[config.mk]
export PLATFORM = sky130hd
export DESIGN_NAME = mtm_timer
export DESIGN_NICKNAME = d
export VERILOG_FILES = /design/src/logic/mtm_pkg.sv /design/src/logic/mtm_presc_if.sv /design/src/logic/mtm_prescaler.sv /design/src/logic/mtm_timer.sv
export SDC_FILE = /design/constraint.sdc
export NUM_CORES = 1
export LEC_CHECK = 0
export CELL_PAD_IN_SITES_DETAIL_PLACEMENT = 1
export CELL_PAD_IN_SITES_GLOBAL_PLACEMENT = 1
export CORE_ASPECT_RATIO = 1.1
export CORE_UTILIZATION = 35
export CTS_CLUSTER_SIZE = 28
export DETAILED_ROUTE_END_ITERATION = 10
export DONT_BUFFER_PORTS = 1
export PLACE_DENSITY_LB_ADDON = 0.1
export SYNTH_ARGS = -nofsm -noshare
export SYNTH_HDL_FRONTEND = slang
export SYNTH_HIERARCHICAL = 1
export SYNTH_SLANG_ARGS = --single-unit
[constraint.sdc]
create_clock -name mclk_i -period 4 [get_ports mclk_i]
set_input_delay 1 -clock mclk_i [delete_from_list [all_inputs] [get_ports mclk_i]]
set_output_delay 1 -clock mclk_i [all_outputs]
set_load 0.02 [all_outputs]
[src/logic/mtm_pkg.sv]
// Shared constants and types for the modulo timer.
package mtm_pkg;
  // Register word offsets on the plain register port.
  localparam logic [1:0] OFS_SC = 2'h0;
  localparam logic [1:0] OFS_CC = 2'h1;
  localparam logic [1:0] OFS_CNT = 2'h2;
  localparam logic [1:0] OFS_MOD = 2'h3;
  // Status and control bit positions.
  localparam int BIT_OVF = 7;
  localparam int BIT_IE = 6;
  localparam int BIT_TRST = 5;
  localparam int BIT_STOP = 4;
  // Clock configuration field positions.
  localparam int SRC_HI = 5;
  localparam int SRC_LO = 4;
  localparam int PS_HI = 3;
  localparam int PS_LO = 0;
  // Prescaler code that already divides by the largest ratio.
  localparam logic [3:0] PS_MAX = 4'h8;
  // Reset values and common byte constants.
  localparam logic RST_STOP = 1'b1;
  localparam logic [1:0] RST_SRC = 2'h0;
  localparam logic [3:0] RST_PS = 4'h0;
  localparam logic [7:0] RST_CNT = 8'h00;
  localparam logic [7:0] RST_MOD = 8'h00;
  localparam logic [7:0] ZERO8 = 8'h00;
  localparam logic [7:0] ONE8 = 8'h01;
  localparam logic [7:0] FULL8 = 8'hFF;
  // Prescaler input sources, in clock source select order.
  typedef enum logic [1:0] {
    SRC_BUS,
    SRC_FIX,
    SRC_PIN_FALL,
    SRC_PIN_RISE
  } mtm_src_t;
endpackage

[src/logic/mtm_presc_if.sv]
// Carrier between the timer core and its prescaler.
`timescale 1ns/100ps
interface mtm_presc_if;
  logic [1:0] src_sel; // Chosen prescaler source.
  logic [3:0] ps_sel; // Division ratio code.
  logic run; // High while counting is allowed.
  logic clr; // Clears the prescaler divider.
  logic tick; // One-cycle counter advance.
  modport ctl(output src_sel, output ps_sel, output run, output clr, input tick);
  modport pre(input src_sel, input ps_sel, input run, input clr, output tick);
endinterface

[src/logic/mtm_prescaler.sv]
// Source selection, pin synchronisers and divide-by-2^n prescaler.
`timescale 1ns/100ps
module mtm_prescaler #(
  parameter int DIV_W = 8
) (
  input wire logic mclk_i,
  input wire logic rst_b_i,
  input wire logic ce_i,
  input wire logic ext_timer_clock_pin_i,
  input wire logic fixed_freq_clock_i,
  mtm_presc_if.pre pif
);
  // Lane 0 is the timer pin, lane 1 the fixed-frequency clock.
  logic [1:0] s1_q, s2_q, s3_q; // Three-stage synchronisers.
  logic [1:0] lvl_q; // Filtered level per lane.
  logic [1:0] lvl_d;
  logic [1:0] rise, fall;
  logic src_edge;
  logic [DIV_W-1:0] div_q;
  logic [DIV_W-1:0] mask;

  // Mask of low divider bits that must all be ones for a tick.
  function automatic logic [DIV_W-1:0] ps_mask(input logic [3:0] ps);
    logic [DIV_W-1:0] m;
    m = '0;
    for (int i = 0; i < DIV_W; i++) begin
      if (4'(i) < ps || ps >= mtm_pkg::PS_MAX) begin
        m[i] = 1'b1;
      end
    end
    return m;
  endfunction

  // A level change counts only once stages two and three agree.
  assign lvl_d = (s2_q & ~(s2_q ^ s3_q)) | (lvl_q & (s2_q ^ s3_q));
  assign rise = lvl_d & ~lvl_q;
  assign fall = ~lvl_d & lvl_q;
  assign mask = ps_mask(pif.ps_sel);

  // The bus clock counts every cycle; the others count filtered edges.
  assign src_edge = (pif.src_sel == mtm_pkg::SRC_BUS) ? 1'b1 :
                    (pif.src_sel == mtm_pkg::SRC_FIX) ? rise[1] :
                    (pif.src_sel == mtm_pkg::SRC_PIN_FALL) ? fall[0] :
                    rise[0];
  assign pif.tick = pif.run & src_edge & ((div_q & mask) == mask);

  // Synchronisers run whenever ce_i is high, whatever the source or run state, so the pin may also feed other timers.
  always_ff @(posedge mclk_i or negedge rst_b_i) begin
    if (!rst_b_i) begin
      s1_q <= 2'h0;
      s2_q <= 2'h0;
      s3_q <= 2'h0;
      lvl_q <= 2'h0;
    end else if (ce_i) begin
      s1_q <= {fixed_freq_clock_i, ext_timer_clock_pin_i};
      s2_q <= s1_q;
      s3_q <= s2_q;
      lvl_q <= lvl_d;
    end
  end

  // Divider advances on source edges only while running.
  always_ff @(posedge mclk_i or negedge rst_b_i) begin
    if (!rst_b_i) begin
      div_q <= '0;
    end else if (ce_i) begin
      if (pif.clr) begin
        div_q <= '0;
      end else if (pif.run && src_edge) begin
        div_q <= div_q + 1'b1;
      end
    end
  end
endmodule

[src/logic/mtm_timer.sv]
// Top of the 8-bit modulo timer with its register port.
// Functional notes
// - 8-bit up-counter, free-running or modulo.
// - Overflow interrupt can be enabled by software.
// - Four selectable prescaler input sources.
// - Prescale ratios 1 through 256 in powers.
// - Both pin codes select the timer pin.
// - Timer pin stays shareable with other timers.
// - Keeps counting in wait; interrupt wakes.
// - No counting in any stop mode.
// - Deep stop wake restores reset values.
// - Light stop interrupt exit keeps state.
// - Debug mode suspends all counting.
// - After debug, resume unless reset happened.
// - Timer pin synchronised to bus clock.
// - Four 8-bit software registers.
// - Counter reset and counter stop bits.
// - Flag sets on wrap; read-then-zero clears.
// - Reset bit zeroes counter, clears flag.
// - Stop bit freezes counter; set at reset.
// - Source field resets zero, keeps count.
//
// The placing of the registers and the strobed register port are this design's own decisions.
`timescale 1ns/100ps
module mtm_timer #(
  parameter int AW = 2,
  parameter int DW = 8
) (
  input wire logic mclk_i,
  input wire logic rst_b_i,
  input wire logic ce_i,
  input wire logic [AW-1:0] addr_i,
  input wire logic [DW-1:0] wdata_i,
  input wire logic wr_i,
  input wire logic rd_i,
  output logic [DW-1:0] rdata_o,
  input wire logic ext_timer_clock_pin_i,
  input wire logic fixed_freq_clock_i,
  input wire logic stop_mode_i,
  input wire logic stop_wake_reset_i,
  input wire logic bdm_active_i,
  output logic irq_o
);

  // Control and status state.
  logic flag_q, flag_d; // Overflow flag.
  logic ie_q, ie_d; // Overflow interrupt enable.
  logic stop_q, stop_d; // Counter stop bit.
  logic [1:0] src_q, src_d; // Clock source select.
  logic [3:0] ps_q, ps_d; // Prescale code.
  logic [DW-1:0] cnt_q, cnt_d; // The counter itself.
  logic [DW-1:0] mod_q, mod_d; // Modulo limit.
  logic armed_q, armed_d; // Status read while flag set.
  logic [DW-1:0] rdata_q, rdata_d;
  logic irq_q;

  // Named decode wires.
  logic sel_sc, sel_cc, sel_cnt, sel_mod;
  logic wr_sc, wr_cc, wr_mod, rd_sc;
  logic trst; // Counter reset request.
  logic soft_rst; // Return to reset values after deep stop.
  logic cnt_clr; // Any reset source that zeroes the counter.
  logic run; // Counting allowed this cycle.
  logic [DW-1:0] limit; // Value at which the counter wraps.
  logic wrap; // Counter wraps this cycle.
  logic flag_clr; // Software clear of the flag.
  logic [DW-1:0] sc_val, cc_val, rd_val;

  mtm_presc_if pif();

  // Assemble the status and control read value.
  function automatic logic [DW-1:0] pack_sc(input logic f, input logic e,
                                            input logic s);
    logic [DW-1:0] v;
    v = '0;
    v[mtm_pkg::BIT_OVF] = f;
    v[mtm_pkg::BIT_IE] = e;
    v[mtm_pkg::BIT_STOP] = s;
    return v;
  endfunction

  // Assemble the clock configuration read value.
  function automatic logic [DW-1:0] pack_cc(input logic [1:0] s,
                                            input logic [3:0] p);
    logic [DW-1:0] v;
    v = '0;
    v[mtm_pkg::SRC_HI:mtm_pkg::SRC_LO] = s;
    v[mtm_pkg::PS_HI:mtm_pkg::PS_LO] = p;
    return v;
  endfunction

  // Address decode; every offset of the two-bit space is mapped.
  assign sel_sc = (addr_i == mtm_pkg::OFS_SC);
  assign sel_cc = (addr_i == mtm_pkg::OFS_CC);
  assign sel_cnt = (addr_i == mtm_pkg::OFS_CNT);
  assign sel_mod = (addr_i == mtm_pkg::OFS_MOD);
  assign wr_sc = wr_i & sel_sc;
  assign wr_cc = wr_i & sel_cc;
  assign wr_mod = wr_i & sel_mod;
  assign rd_sc = rd_i & sel_sc;

  // Writing one to the reset bit is a pulse; the bit never stores.
  assign trst = wr_sc & wdata_i[mtm_pkg::BIT_TRST];
  assign soft_rst = stop_wake_reset_i;
  assign cnt_clr = soft_rst | trst | wr_mod;

  // Stop modes and debug freeze the count; wait mode does not.
  assign run = ~stop_q & ~stop_mode_i & ~bdm_active_i;

  // A zero modulo means the full 8-bit range.
  assign limit = (mod_q == mtm_pkg::ZERO8) ? mtm_pkg::FULL8 : mod_q;
  assign wrap = pif.tick & (cnt_q == limit);

  // Clear needs a prior status read seeing the flag, then a zero write.
  assign flag_clr = wr_sc & armed_q & ~wdata_i[mtm_pkg::BIT_OVF];

  // Read data selection.
  assign sc_val = pack_sc(flag_q, ie_q, stop_q);
  assign cc_val = pack_cc(src_q, ps_q);
  assign rd_val = sel_sc ? sc_val :
                  sel_cc ? cc_val :
                  sel_cnt ? cnt_q :
                  mod_q;

  // Prescaler hookup.
  assign pif.src_sel = src_q;
  assign pif.ps_sel = ps_q;
  assign pif.run = run;
  assign pif.clr = cnt_clr;

  mtm_prescaler #(
    .DIV_W(DW)
  ) u_presc (
    .mclk_i(mclk_i),
    .rst_b_i(rst_b_i),
    .ce_i(ce_i),
    .ext_timer_clock_pin_i(ext_timer_clock_pin_i),
    .fixed_freq_clock_i(fixed_freq_clock_i),
    .pif(pif.pre)
  );

  // Next counter value; any reset source beats a tick.
  always_comb begin
    cnt_d = cnt_q;
    if (cnt_clr) begin
      cnt_d = mtm_pkg::RST_CNT;
    end else if (wrap) begin
      cnt_d = mtm_pkg::ZERO8;
    end else if (pif.tick) begin
      cnt_d = cnt_q + mtm_pkg::ONE8;
    end
  end

  // Next flag value. A wrap in the clearing cycle keeps the flag set,
  // so no overflow is lost; only the deep-stop reset overrides it.
  always_comb begin
    flag_d = flag_q;
    if (soft_rst) begin
      flag_d = 1'b0;
    end else if (wrap) begin
      flag_d = 1'b1;
    end else if (trst || wr_mod || flag_clr) begin
      flag_d = 1'b0;
    end
  end

  // Arming tracks a status read that saw the flag set.
  always_comb begin
    armed_d = armed_q;
    if (soft_rst || wr_sc) begin
      armed_d = 1'b0;
    end else if (rd_sc && flag_q) begin
      armed_d = 1'b1;
    end
  end

  // Control fields; writes to the count register are ignored.
  always_comb begin
    ie_d = ie_q;
    stop_d = stop_q;
    src_d = src_q;
    ps_d = ps_q;
    mod_d = mod_q;
    if (soft_rst) begin
      ie_d = 1'b0;
      stop_d = mtm_pkg::RST_STOP;
      src_d = mtm_pkg::RST_SRC;
      ps_d = mtm_pkg::RST_PS;
      mod_d = mtm_pkg::RST_MOD;
    end else begin
      if (wr_sc) begin
        ie_d = wdata_i[mtm_pkg::BIT_IE];
        stop_d = wdata_i[mtm_pkg::BIT_STOP];
      end
      if (wr_cc) begin
        src_d = wdata_i[mtm_pkg::SRC_HI:mtm_pkg::SRC_LO];
        ps_d = wdata_i[mtm_pkg::PS_HI:mtm_pkg::PS_LO];
      end
      if (wr_mod) begin
        mod_d = wdata_i;
      end
    end
  end

  // Read data stand only in the cycle after the strobe.
  assign rdata_d = rd_i ? rd_val : '0;

  // State registers; a low clock enable freezes everything.
  // Light-stop interrupt exit keeps all of this untouched.
  always_ff @(posedge mclk_i or negedge rst_b_i) begin
    if (!rst_b_i) begin
      flag_q <= 1'b0;
      ie_q <= 1'b0;
      stop_q <= mtm_pkg::RST_STOP;
      src_q <= mtm_pkg::RST_SRC;
      ps_q <= mtm_pkg::RST_PS;
      cnt_q <= mtm_pkg::RST_CNT;
      mod_q <= mtm_pkg::RST_MOD;
      armed_q <= 1'b0;
    end else if (ce_i) begin
      flag_q <= flag_d;
      ie_q <= ie_d;
      stop_q <= stop_d;
      src_q <= src_d;
      ps_q <= ps_d;
      cnt_q <= cnt_d;
      mod_q <= mod_d;
      armed_q <= armed_d;
    end
  end

  // Output registers, one flop straight to each pin.
  always_ff @(posedge mclk_i or negedge rst_b_i) begin
    if (!rst_b_i) begin
      rdata_q <= '0;
      irq_q <= 1'b0;
    end else if (ce_i) begin
      rdata_q <= rdata_d;
      irq_q <= flag_q & ie_q;
    end
  end

  assign rdata_o = rdata_q;
  assign irq_o = irq_q;
endmodule

Word-level counts from Yosys, hierarchy flattened --
Cells that the tools add are included.
Word-level totals: register bits 51, bits in latches 0, memory bits (writable) 0, memory bits (read-only) 0, bits of input ports 20, output and inout bits 9, word-level logic and storage cells 128, memories kept 0
Cells by class: add/sub/neg operators 2, multipliers 0, div/mod/pow operators 0, order comparisons 9, equality and inequality tests 7, shift operators 0, mux-type cells 36, bitwise operators 29, reductions and logical operators 30
Operators by type and width (number):
- two-way mux 8 bit | 12
- two-way mux 1 bit | 20
- adder 8 x 1 -> 8 bit, second input constant | 2
- == test 8 bit | 2
- < comparator 3 x 4 -> 1 bit, first input constant | 4
- bitwise AND 1 bit | 14
- AND reduction 2 bit | 7
- logical OR 1 bit | 11
- nonzero test 2 bit | 5
- bitwise AND 8 bit | 1
- logical NOT 8 bit | 1
- < comparator 1 x 4 -> 1 bit, first input constant | 2
- < comparator 2 x 4 -> 1 bit, first input constant | 2
- two-way mux 4 bit | 2
- bitwise AND 2 bit | 3
- == test 2 bit, second input constant | 3
- nonzero test 3 bit | 2
- NOT 1 bit | 5
- == test 2 x 1 -> 1 bit, second input constant | 2
- greater-or-equal comparator 4 bit, second input constant | 1
- logical NOT 2 bit | 2
- two-way mux 2 bit | 2
- NOT 2 bit | 2
- logical AND 1 bit | 2
- other kinds (3) | 4

Longest topological paths before layout --
depth after elaboration 14, gate-level depth with buffers 10, depth with buffers taken out 10

Modules after synthesis --
The synthesis kept the hierarchy.
By module, submodules not included:
- mtm_timer | instances 1, cells each 195, area an instance 1996.9 µm², seq. area each 877.1 µm²
- mtm_prescaler | instances 1, cells each 96, area an instance 930.9 µm², seq. area each 400.4 µm²

Worst setup path before layout --
No wires, ideal clock.
kind input -> register, from in stop_mode_i, to reg cnt_q[0], library setup time 0.125 ns, arrival 3.378 ns, required time 3.875 ns, path slack 0.498 ns, cell stages on the path 8, path buffers 0, cell sequence nor3_1 -> nand3_4 -> a2111oi_0 -> nand2_1 -> mux2_4 -> o41ai_4 -> nor2_2 -> mux2_2
Between the ends: longest elaborated chain between the ends 8, elaborated cells on any way between the ends 10, classes of those cells mux: 2; bitwise: 6; reduce/logical: 2
RTL lines:
- start: declaration | line mtm_timer.sv:39 | input wire logic stop_mode_i,
- NOT 1 bit * | line mtm_timer.sv:108 | assign run = ~stop_q & ~stop_mode_i & ~bdm_active_i;
- bitwise AND 1 bit * (2 in a row) | line mtm_timer.sv:108
- bitwise AND 1 bit * (2 in a row) | line mtm_prescaler.sv:45 | assign pif.tick = pif.run & src_edge & ((div_q & mask) == mask);
- net pif.tick | line mtm_presc_if.sv:8 | logic tick;
- bitwise AND 1 bit | line mtm_timer.sv:112 | assign wrap = pif.tick & (cnt_q == limit);
- nonzero test 3 bit (no source line) / two-way mux 8 bit (equally long branches)
- AND reduction 2 bit (no source line) / two-way mux 8 bit (equally long branches)
- end signal: assignment | line mtm_timer.sv:217 | cnt_q <= mtm_pkg::RST_CNT;
- end signal: assignment | line mtm_timer.sv:226 | cnt_q <= cnt_d;
- end: declaration | line mtm_timer.sv:51 | logic [DW-1:0] cnt_q, cnt_d;
Mark *: on every way through the listed nets, which the timed path passes. The rest lies on a longest branch. A chain may end at the register's enable or synchronous reset.

Final worst setup path --
Ends and elaborated chain as after synthesis.

==> metrics.txt <==
initial core utilization 36.6%; port bufs 0; Critical Path Fanout Max 9; synth-to-layout area growth 6.54%; number of global-route vias before repair 2315; vias 2262; Worst Setup End Kind flop; Die W 89.2 um; Final Slew Violations 0; Die ar. 0.00874 mm^2; die height between 90 and 100 um; worst hold path type input port to async pin; post_cts resized 0; ys async rst share 100%; first-pass GRT wire length 12200 um; Relative slew margins 53.0%; clock tree buffer depth 2; initial antenna violation count 0; worst IR drop on VDD 162 uV; CTS root buf clkbuf_8; #FFs+latches synth 51; Top FF cell, synth dfrtp_1; H-tree depth reported by CTS 2; post-synthesis cell area between 0.002 and 0.003 mm^2; Sw Ratio 29.8%; CP Class input port to flop; DP Worst Slack ~0.32 ns; Layout Skew 0.00865 ns; GRT Total Usage about 18%; WL final between 7000 and 8000 um; Setup Fix Bufs, Post-CTS 0; Core Util, Final 39.0%; DR DRC count 0; via/cell ratio 5.73; Psw 337 uW; FF+latch area about 0.0013 mm^2; hold buffers post-CTS 0; RSZ-0062 raised after global routing false; CTS tree built; clock share of power ~29%; share of cells above drive strength 1 13.6%; Sink Count 51; post-DR wirelength/cell 18.7 um; Ys Warns 6; Ant. Diodes 0; worst endpoint required time 4.20 ns; Max Cap Viol 0; Setup TNS Final 0 ns; DR iter-0 viols 59; FMAX 301 MHz; Synth area leaders dfrtp_1, mux2_2, a22oi_1, a22o_1, o22ai_1; slew at the pin closest to its max-slew limit ~0.7 ns; final worst setup slack 0.674 ns; Worst setup SP type input port; status finished clean; total clock buffers created by CTS 5; Std-Cell Core Area 0.00800 mm^2; Final min period 3.33 ns; largest net degree at the start of global routing between 50 and 60; DR pass1 iterations 4; post-route ant nets 0; GRT overflow 0; final hold violations 0; total power 1130 uW; I/O pin cnt 29; combinational share of power 16.2%; Worst Path Arrival around 3.5 ns; Avg Cell Area, Syn about 10 um^2; Cell variety after synth 60; fin crit share 83.2%; Multi-input gate area 0.00151 mm^2; syn_nets 313; DP HPWL ~5300 um; PwrDens ~360 mW/mm^2; # nets final a little over 300; Reg clk slew, reported paths 0.10 ns; post-synthesis sequential area ratio between 40% and 50%; Synth area leader dfrtp_1; hold_ws 0.370 ns; RD Place Congestion 0.754; cell row count 34; Lkg Pwr around 0.0013 uW; clk_lat worst skew just over 0.3 ns; Filler cells between 900 and 1000; part of the power in registers between 50 and 60%; Syn Inst Count 291; FF-to-FF path depth 9; Internal Power 795 uW; Synth top area share about 43%; final setup fails 0; number of synthesized flops with an enable pin 0
## per-stage QoR
stage          std cells  area [um^2]
2_1_floorplan        291         2930
3_3_place_gp         387         3020
3_5_place_dp         387         3020
4_1_cts              395         3120
5_1_grt              395         3120
6_report             395         3120
## area by class of cell
| type | count | area share [%] |
|---|---|---|
| well taps | 108 | 4.33 |
| clock buffers | 6 | 2.65 |
| flip-flops and latches | 51 | 41.0 |
| clock inverters | 2 | 0.521 |
| inverters | 25 | 3.01 |
| multi-input cells | 202 | 48.3 |
| repair buffers | 1 | 0.241 |
## power by group through the flow
stage	Sequential [uW]	Combinational, uW	Clock (uW)
after CTS	626	186	342
after global routing	633	205	358
after floorplan	614	170	0
final	625	183	323
after global placement	634	181	0
after detailed placement	637	185	0
## layout by cell type, fill, tap and decap left out, types with 7 or more instances in the layout
| cell | n |
|---|---|
| inv_1 | 25 |
| a22oi_1 | 15 |
| a22o_1 | 12 |
| a21oi_1 | 10 |
| and3_1 | 13 |
| o21ai_1 | 7 |
| o22ai_1 | 16 |
| nand2_1 | 16 |
| nor2b_1 | 9 |
| dfrtp_1 | 50 |
| mux2_2 | 14 |
| nor2_1 | 9 |
| o21ai_0 | 8 |
| nand3_1 | 9 |
## cell usage after synthesis (2+ instances only)
library cell and n:
a21oi_1 10, a22o_1 12, a22oi_1 15, a31oi_1 4, and3_1 13, and4_1 2
clkbuf_1 12, dfrtp_1 50, ha_1 2, inv_1 25, mux2_2 14, nand2_1 16
nand2b_1 3, nand3_1 9, nand4_1 2, nand4bb_1 3, nor2_1 9, nor2b_1 9
nor3_1 4, nor4_1 3, o21ai_0 8, o21ai_1 7, o221ai_1 3, o22ai_1 16
o31ai_1 2, xor2_1 4
## worst max-delay path, cell delays in order
cell and delay (ns):
nor3_1 0.40, nand3_4 0.21, a2111oi_0 0.41, buf_4 0.22, nand2_1 0.05, mux2_4 0.30
o41ai_4 0.48, nor2_2 0.16, mux2_2 0.29
## final timing paths
| kind | startpoint | endpoint | slack [ns] |
|---|---|---|---|
| setup / recovery | stop_mode_i | cnt_q[0] | 0.67 |
| hold / removal | rst_b_i | cnt_q[4] | 0.37 |
| setup reg to reg | stop_q | cnt_q[0] | 0.91 |
| hold reg to reg | u_presc/s1_q[0] | u_presc/s1_q[0] | 0.51 |
| max in group asynchronous | rst_b_i | stop_q | 3.43 |
| min in group mclk_i | u_presc/s1_q[0] | u_presc/s1_q[0] | 0.51 |
## sequential cells by signal, summed over array words and instances, names as in the netlist
register,flops
cnt_q,8
flag_q,1
mod_q,8
u_presc/s3_q,2
stop_q,1
u_presc/div_q,8
rdata_o,8
u_presc/s1_q,2
ie_q,1
irq_o,1
armed_q,1
pif.src_sel,2
pif.ps_sel,4
u_presc/lvl_q,2
u_presc/s2_q,2
## metal layers
layer	GRT usage (%)	share of wire (%)	up-vias
met5	0	0	-
met4	4.64	0.83	0
met3	3.72	3.0	6
met2	30.2	50	21
met1	24.2	47	1153
li1	-	-	1082
## cell families after synthesis
logic type / count (synthesis) / synth area share, %
flops: 51 / 43.6
fa+ha+maj: 2 / 0.855
simple gates: 83 / 17.3
mux: 17 / 7.14
compound gates: 95 / 24.7
buf+inv: 38 / 4.91
xor+xnor: 5 / 1.50
Power figures use the tool's default switching activity.
